<file path="config.mk">
export PLATFORM = sky130hd
export DESIGN_NAME = lcdqm_scan_driver
export DESIGN_NICKNAME = d
export VERILOG_FILES = /design/src/rtl/lcdqm_pkg.sv /design/src/rtl/lcdqm_duty_timer.sv /design/src/rtl/lcdqm_scan_driver.sv
export SDC_FILE = /design/constraint.sdc
export NUM_CORES = 1
export LEC_CHECK = 0
export ABC_AREA = 1
export BUFFER_PORTS_ARGS = -buffer_cell sky130_fd_sc_hd__buf_2
export CAP_MARGIN = 15
export CORE_AREA = 2 2 157 159
export DETAILED_ROUTE_END_ITERATION = 8
export DIE_AREA = 0 0 159 161
export PLACE_DENSITY = 0.8
export SETUP_SLACK_MARGIN = 0.4
export SYNTH_ARGS = -nofsm -noshare
export SYNTH_HDL_FRONTEND = slang
export SYNTH_SLANG_ARGS = --single-unit
</file>
<file path="constraint.sdc">
create_clock -name clk_i -period 2.9 [get_ports clk_i]
set_clock_uncertainty 0.2 [all_clocks]
set_input_delay 0.29 -clock clk_i [delete_from_list [all_inputs] [get_ports clk_i]]
set_output_delay 0.29 -clock clk_i [all_outputs]
set_load 0.02 [all_outputs]
</file>
<file path="src/rtl/lcdqm_pkg.sv">
package lcdqm_pkg;

  // Panel geometry
  localparam int unsigned SEG_COUNT = 40;
  localparam int unsigned COM_COUNT = 4;
  localparam int unsigned COM_IDX_W = 2;

  // Printed register offsets; the word index is the offset less the base
  localparam logic [31:0] REG_BASE     = 32'hffff_fb00;
  localparam logic [31:0] CLKSEL_OFFS  = 32'hffff_fb00;
  localparam logic [31:0] MODE_OFFS    = 32'hffff_fb01;
  localparam logic [31:0] SEG_OFFS     = 32'hffff_fb20;
  localparam logic [7:0]  CLKSEL_IDX   = 8'(CLKSEL_OFFS - REG_BASE);
  localparam logic [7:0]  MODE_IDX     = 8'(MODE_OFFS - REG_BASE);
  localparam logic [7:0]  SEG_IDX      = 8'(SEG_OFFS - REG_BASE);
  localparam logic [7:0]  SEG_IDX_LAST = 8'(SEG_IDX + 8'(SEG_COUNT - 1));

  // Field positions
  localparam int unsigned DISP_EN_POS  = 7;
  localparam int unsigned PWR_POS      = 4;
  localparam int unsigned SEG_DATA_MSB = 3;
  localparam int unsigned DUTY_SEL_MSB = 1;
  localparam int unsigned CLKSEL_MSB   = 4;
  localparam int unsigned BITWR_VAL    = 11;
  localparam int unsigned BITWR_IDX_LO = 8;

  // Values after reset
  localparam logic [7:0] MODE_RST   = 8'h00;
  localparam logic [7:0] CLKSEL_RST = 8'h00;
  localparam logic [3:0] SEG_RST    = 4'h0;

  // Timing: bus clock and the LCD source clock made from it
  localparam int unsigned CLK_HZ            = 20_000_000;
  localparam int unsigned LCD_CLK_HZ        = 125_000;
  localparam int unsigned LCD_PRESCALE_CYC  = CLK_HZ / LCD_CLK_HZ;
  localparam int unsigned DUTY_DIV_LOG2_MIN = 6;
  localparam int unsigned DUTY_DIV_W        = 9;

  typedef struct packed {
    logic                 polarity;
    logic                 powered;
    logic [COM_COUNT-1:0] com;
    logic [SEG_COUNT-1:0] seg;
  } lcdqm_drive_s;

endpackage

</file>
<file path="src/rtl/lcdqm_duty_timer.sv">
module lcdqm_duty_timer #(
  parameter int unsigned PRESCALE = lcdqm_pkg::LCD_PRESCALE_CYC
) (
  input  wire logic       clk_i,
  input  wire logic       rst_i,
  input  wire logic       run_i,
  input  wire logic [1:0] div_sel_i,
  output logic            duty_tick_o
);
  import lcdqm_pkg::*;

  logic [15:0]           pre_reg;
  logic [DUTY_DIV_W-1:0] div_reg;
  logic [DUTY_DIV_W-1:0] div_last;
  logic                  lcd_tick;

  assign lcd_tick    = run_i && (pre_reg == 16'(PRESCALE - 1));
  assign div_last    = DUTY_DIV_W'((1 << (DUTY_DIV_LOG2_MIN + 32'(div_sel_i))) - 1);
  assign duty_tick_o = lcd_tick && (div_reg >= div_last);

  // Source clock for the panel
  always_ff @(posedge clk_i) begin
    if (rst_i || !run_i || lcd_tick) begin
      pre_reg <= 16'h0000;
    end else begin
      pre_reg <= pre_reg + 16'h0001;
    end
  end

  // Duty cycle is 2^(6+sel) source clocks; lowering sel mid-count ends early
  always_ff @(posedge clk_i) begin
    if (rst_i || !run_i) begin
      div_reg <= '0;
    end else if (lcd_tick) begin
      div_reg <= (div_reg >= div_last) ? '0 : div_reg + 1'b1;
    end
  end

  // Gap checker helper
  logic [19:0] gap_reg;
  logic        gap_ok_reg;
  logic [1:0]  sel_d_reg;
  always_ff @(posedge clk_i) begin
    sel_d_reg <= div_sel_i;
    if (rst_i || !run_i || sel_d_reg != div_sel_i) begin
      gap_reg    <= 20'h0_0000;
      gap_ok_reg <= 1'b0;
    end else if (duty_tick_o) begin
      gap_reg    <= 20'h0_0000;
      gap_ok_reg <= 1'b1;
    end else begin
      gap_reg <= gap_reg + 20'h0_0001;
    end
  end
endmodule

</file>
<file path="src/rtl/lcdqm_scan_driver.sv">
module lcdqm_scan_driver #(
  parameter int unsigned ADR_W    = 10,
  parameter int unsigned PRESCALE = lcdqm_pkg::LCD_PRESCALE_CYC
) (
  input  wire logic                    clk_i,
  input  wire logic                    rst_i,
  input  wire logic                    cyc_i,
  input  wire logic                    stb_i,
  input  wire logic                    we_i,
  input  wire logic [ADR_W-1:0]        adr_i,
  input  wire logic [3:0]              sel_i,
  input  wire logic [31:0]             dat_i,
  output logic      [31:0]             dat_o,
  output logic                         ack_o,
  output lcdqm_pkg::lcdqm_drive_s      drive_o
);
  import lcdqm_pkg::*;

  logic [7:0]             mode_reg;
  logic [7:0]             clksel_reg;
  logic [3:0]             seg_reg [SEG_COUNT];
  logic                   ack_reg;
  logic [31:0]            dat_reg;
  logic [COM_IDX_W-1:0]   com_idx_reg;
  logic                   pol_reg;
  lcdqm_drive_s           drive_reg;
  lcdqm_drive_s           drive_next;
  logic                   duty_tick;
  logic                   powered;
  logic                   disp_en;
  logic                   req;
  logic                   wr_fire;
  logic [7:0]             idx;
  logic [7:0]             rd_byte;
  logic [7:0]             clksel_merged;

  // Word index from the byte address
  assign idx     = 8'(adr_i[ADR_W-1:2]);
  assign req     = cyc_i && stb_i;
  assign wr_fire = req && we_i && ack_reg;
  assign powered = mode_reg[PWR_POS];
  assign disp_en = mode_reg[DISP_EN_POS];

  function automatic logic is_seg(input logic [7:0] i);
    return (i >= SEG_IDX) && (i <= SEG_IDX_LAST);
  endfunction

  // Byte lane 0 writes the byte; lane 1 writes one bit (index, value)
  function automatic logic [7:0] merge_byte(input logic [7:0]  old,
                                            input logic [3:0]  sel,
                                            input logic [31:0] dat);
    logic [7:0] val;
    val = old;
    if (sel[0]) begin
      val = dat[7:0];
    end
    if (sel[1]) begin
      val[dat[BITWR_IDX_LO+:3]] = dat[BITWR_VAL];
    end
    return val;
  endfunction

  // Bus answer: one wait state, ack drops the cycle after it was given
  always_ff @(posedge clk_i) begin
    if (rst_i) begin
      ack_reg <= 1'b0;
    end else begin
      ack_reg <= req && !ack_reg;
    end
  end

  always_comb begin
    rd_byte = 8'h00;
    if (idx == MODE_IDX) begin
      rd_byte = mode_reg;
    end else if (idx == CLKSEL_IDX) begin
      rd_byte = clksel_reg;
    end else if (is_seg(idx)) begin
      rd_byte = {4'h0, seg_reg[6'(idx - SEG_IDX)]};
    end
  end

  // Read data latched on the taking edge, stable while ack is high
  always_ff @(posedge clk_i) begin
    if (rst_i) begin
      dat_reg <= 32'h0000_0000;
    end else if (req && !ack_reg && !we_i) begin
      dat_reg <= {24'h00_0000, rd_byte};
    end
  end

  assign ack_o = ack_reg;
  assign dat_o = dat_reg;

  // Mode register; unused bits kept as written
  always_ff @(posedge clk_i) begin
    if (rst_i) begin
      mode_reg <= MODE_RST;
    end else if (wr_fire && idx == MODE_IDX) begin
      mode_reg <= merge_byte(mode_reg, sel_i, dat_i);
    end
  end

  // Clock select; bits above the source field read zero
  assign clksel_merged = merge_byte(clksel_reg, sel_i, dat_i);
  always_ff @(posedge clk_i) begin
    if (rst_i) begin
      clksel_reg <= CLKSEL_RST;
    end else if (wr_fire && idx == CLKSEL_IDX) begin
      clksel_reg <= {3'b000, clksel_merged[CLKSEL_MSB:0]};
    end
  end

  // Forty segment registers; high nibble dropped on write
  for (genvar k = 0; k < SEG_COUNT; k++) begin : g_seg
    logic [7:0] seg_merged;
    assign seg_merged = merge_byte({4'h0, seg_reg[k]}, sel_i, dat_i);
    always_ff @(posedge clk_i) begin
      if (rst_i) begin
        seg_reg[k] <= SEG_RST;
      end else if (wr_fire && idx == 8'(SEG_IDX + 8'(k))) begin
        seg_reg[k] <= seg_merged[SEG_DATA_MSB:0];
      end
    end
  end

  lcdqm_duty_timer #(
    .PRESCALE (PRESCALE)
  ) u_timer (
    .clk_i       (clk_i),
    .rst_i       (rst_i),
    .run_i       (powered),
    .div_sel_i   (clksel_reg[DUTY_SEL_MSB:0]),
    .duty_tick_o (duty_tick)
  );

  // Common scan, ascending with wrap
  always_ff @(posedge clk_i) begin
    if (rst_i || !powered) begin
      com_idx_reg <= '0;
    end else if (duty_tick) begin
      com_idx_reg <= com_idx_reg + 1'b1;
    end
  end

  // Frame polarity flips when the scan wraps
  always_ff @(posedge clk_i) begin
    if (rst_i || !powered) begin
      pol_reg <= 1'b0;
    end else if (duty_tick && com_idx_reg == COM_IDX_W'(COM_COUNT - 1)) begin
      pol_reg <= !pol_reg;
    end
  end

  // Level per line: 1 selection, 0 non-selection; polarity set by drive_o.polarity
  always_comb begin
    drive_next          = '0;
    drive_next.powered  = powered;
    drive_next.polarity = pol_reg;
    if (powered) begin
      drive_next.com[com_idx_reg] = 1'b1;
      for (int k = 0; k < SEG_COUNT; k++) begin
        // Data ignored while blank, keeps the glass off
        drive_next.seg[k] = disp_en && seg_reg[k][com_idx_reg];
      end
    end
  end

  always_ff @(posedge clk_i) begin
    if (rst_i) begin
      drive_reg <= '0;
    end else begin
      drive_reg <= drive_next;
    end
  end

  assign drive_o = drive_reg;

  // Every segment line against its own register bit
  for (genvar k = 0; k < SEG_COUNT; k++) begin : g_chk_seg

  end
endmodule

</file>
==> flow_metrics.tcl <==
set metrics [dict create \
    synth_edf_count 160 \
    rows 57 \
    wirelength_mm 43.34 \
    place_area_mm2 0.01516 \
    clock_latency_ns 0.55 \
    synth_top_area_share_pct 33.84 \
    ys_seq_area_share_pct 47.38 \
    drt-vias-per-instance 6.141 \
    fmax_ghz 0.4272 \
    wl_per_cell_um 19.05 \
    portBuffers 81 \
    antenna_cells 0 \
    clk_path_buf_depth 3 \
    initial_core_util_pct 59.24 \
    die_width_um 159 \
    grt_pass1_wl_mm 68.04 \
    max_cap_violations 0 \
    ys_warn_count 0 \
    final_layout_size_suffix_gt1_share_pct 13.43 \
    grt_pass1_vias 13030 \
    rrSetupSlack_ns 0.56 \
    grt_max_degree 122 \
    relSlewSlack_pct 38.39 \
    drtAntennaViolNets 0 \
    syn_inst 1843 \
    finalCritPeriodShare_pct 80.73 \
    vias 13970 \
    ys_ff_latch 256 \
    die-area_mm2 0.02560 \
    p_leak_nw 6.496 \
    place_inst 2216 \
    r2r_start "ack_o" \
    syn_avg_cell_area_um2 7.703 \
    crit_start "ack_o" \
    largest_reg_flops 160 \
    slew_violations 0 \
    overflow 0 \
    drt_iter0_markers 2098 \
    final_area_mm2 0.01621 \
    synth_flop_cell "edfxtp_1" \
    outcome "complete, no violations" \
    gp_congestion 1.013 \
    synth_cell_type_count 48 \
    die_h_um 161 \
    yosys.area.top_type "edfxtp_1" \
    synth-async-reset-ratio_pct 0 \
    cp.arrival_ns 2.41 \
    hold_viol_final 0 \
    final.min_clock_period_ns 2.341 \
    synth.area.top_cells "edfxtp_1 34%, dfxtp_1 14%, a21oi_1 9.7%" \
    cts_tree "yes" \
    worstHoldStart "dat_i[7]" \
    tightest_slew_ns 0.9220 \
    cts_setup_buffers 0 \
    setup_tns_ns 0 \
    path_max_fanout 6 \
    stdcell_count 2275 \
    ir_drop_v 0.0004926 \
    grt.total_usage_pct 33.06 \
    timing_worst_setup_path_type "reg -> reg" \
    setup_viol 0 \
    antenna_found_initial 0 \
    startpoint_type "register" \
    p_per_area_mw_per_mm2 525.4 \
    critical_path_required_ns 2.97 \
    drc 0 \
    cts_sinks 256 \
    dr.pass1.iters 8 \
    area_growth_pct 14.21 \
    rsz0062_at_grt "false" \
    dp_hpwl_mm 28.65 \
    holdCritPathClass "in -> reg" \
    synth_area_mm2 0.01420 \
    timing.hold.ws_ns 0.02644 \
    numCtsBuffers 28 \
    cts_max_level 1 \
    io_pins 130 \
    core_area_mm2 0.02396 \
    endpoint_kind "register" \
    clkTransAtPathRegs_ns 0.06 \
    cts-root-buf "clkbuf_16" \
    nets 1993 \
]
## power breakdown
| part | switching (mW) | internal, mW | leakage, nW |
|---|---|---|---|
| clock network | 1.47 | 2.24 | 0.495 |
| registers | 0.0550 | 3.94 | 2.43 |
| logic | 0.578 | 0.231 | 3.57 |
## cells in the final DEF (no fill, tap or decap), types with 3 or more instances in the layout
cell           count
clkbuf_8           6
edfxtp_1         160
buf_2             81
inv_2             18
buf_4             81
o21ai_1            6
clkbuf_16         34
nor2_1           179
a32oi_1            3
nand4_1           27
ha_1              13
nand2_2            3
o21ai_0          130
a211oi_1          22
buf_12             5
o211ai_1          16
clkinv_2           8
a21oi_1          274
nand2_1          318
a21oi_2            3
nor2_4             8
nor3_1           152
o21bai_1           3
dfxtp_1           94
mux2i_1            4
nand3_1           42
o31ai_1            4
nor2_2             6
dlygate4sd3_1      7
inv_1            180
xor2_1             3
conb_1            27
o2111ai_1          3
clkbuf_1           5
## worst paths after layout
| kind | cells past startpoint | end |
|---|---|---|
| worst max-delay path | 9 | seg_reg[21][1] |
| worst min register to register | 2 | mode_reg[0] |
| worst max register to register | 9 | seg_reg[21][1] |
| worst min-delay path | 5 | mode_reg[7] |
## critical path: stages (launching register included)
cell and delay, ns:
dfxtp_1 0.39, nand2_1 0.07, nor2_1 0.22, inv_2 0.17, nor2_4 0.12, inv_2 0.06, nor2_2 0.22, inv_1 0.15
o21ai_0 0.25, buf_4 0.21
## synthesized netlist by cell type (4+ instances only)
cell	n
nand2_1	318
a21oi_1	275
inv_1	183
nor2_1	182
edfxtp_1	160
nor3_1	152
o21ai_0	134
dfxtp_1	96
clkbuf_1	83
nand3_1	42
buf_4	28
nand4_1	27
buf_2	24
a211oi_1	22
o211ai_1	16
inv_2	14
ha_1	13
buf_1	6
nor2_2	6
nor2_4	5
mux2i_1	4
o31ai_1	4
## kinds of logic (layout without fill, tap and decap cells)
| kind of cell | Yosys count | in the layout | synth area share, % |
|---|---|---|---|
| adders and majority gates | 13 | 13 | 1.146 |
| DFF | 256 | 256 | 47.38 |
| muxes | 4 | 4 | 0.2820 |
| other | 1 | 27 | 0.02642 |
| xor gates and xnor gates | 5 | 5 | 0.3085 |
| buffers and inverters | 344 | 426 | 10.21 |
| AOI/OAI and AO/OA | 475 | 475 | 17.96 |
| and+or+nand+nor | 745 | 745 | 22.69 |
## timing repair
| action | 4_1_cts | 5_1_grt |
|---|---|---|
| hold buffers | 7 | 0 |
| setup endpoints to repair | 0 | 25 |
| hold endpoints to repair | 20 | 0 |
| gates resized for setup | 0 | 6 |
## area by class of cell
type | instances | area (um2)
fillers | 2000 | 7750
flip-flops and latches | 256 | 6729
multi-input cells | 1269 | 6156
repair buffers | 174 | 1184
clock buffers | 45 | 952.2
inverters | 200 | 752.0
well taps | 324 | 405.4
clock inverters | 7 | 35.03
## metrics by stage
stage / setup WS [ns] / power [mW] / util [%]
after global placement: 0.4660 / 4.814 / 63.25
after detailed placement: 0.5060 / 4.833 / 63.25
after floorplan: 0.7270 / 4.574 / -
final: 0.5589 / 8.518 / 67.66
after global routing: 0.4254 / 8.732 / 67.66
after CTS: 0.4248 / 8.506 / 67.66
## per-layer routing
layer	vias to the layer above	track usage, %	share of wire (%)
li1	6380	-	-
met1	6341	44.46	38
met2	1039	51.44	44
met3	209	6.805	13
met4	2	15.91	4.8
met5	-	1.326	0.018
(Power assumes the default switching activity.)
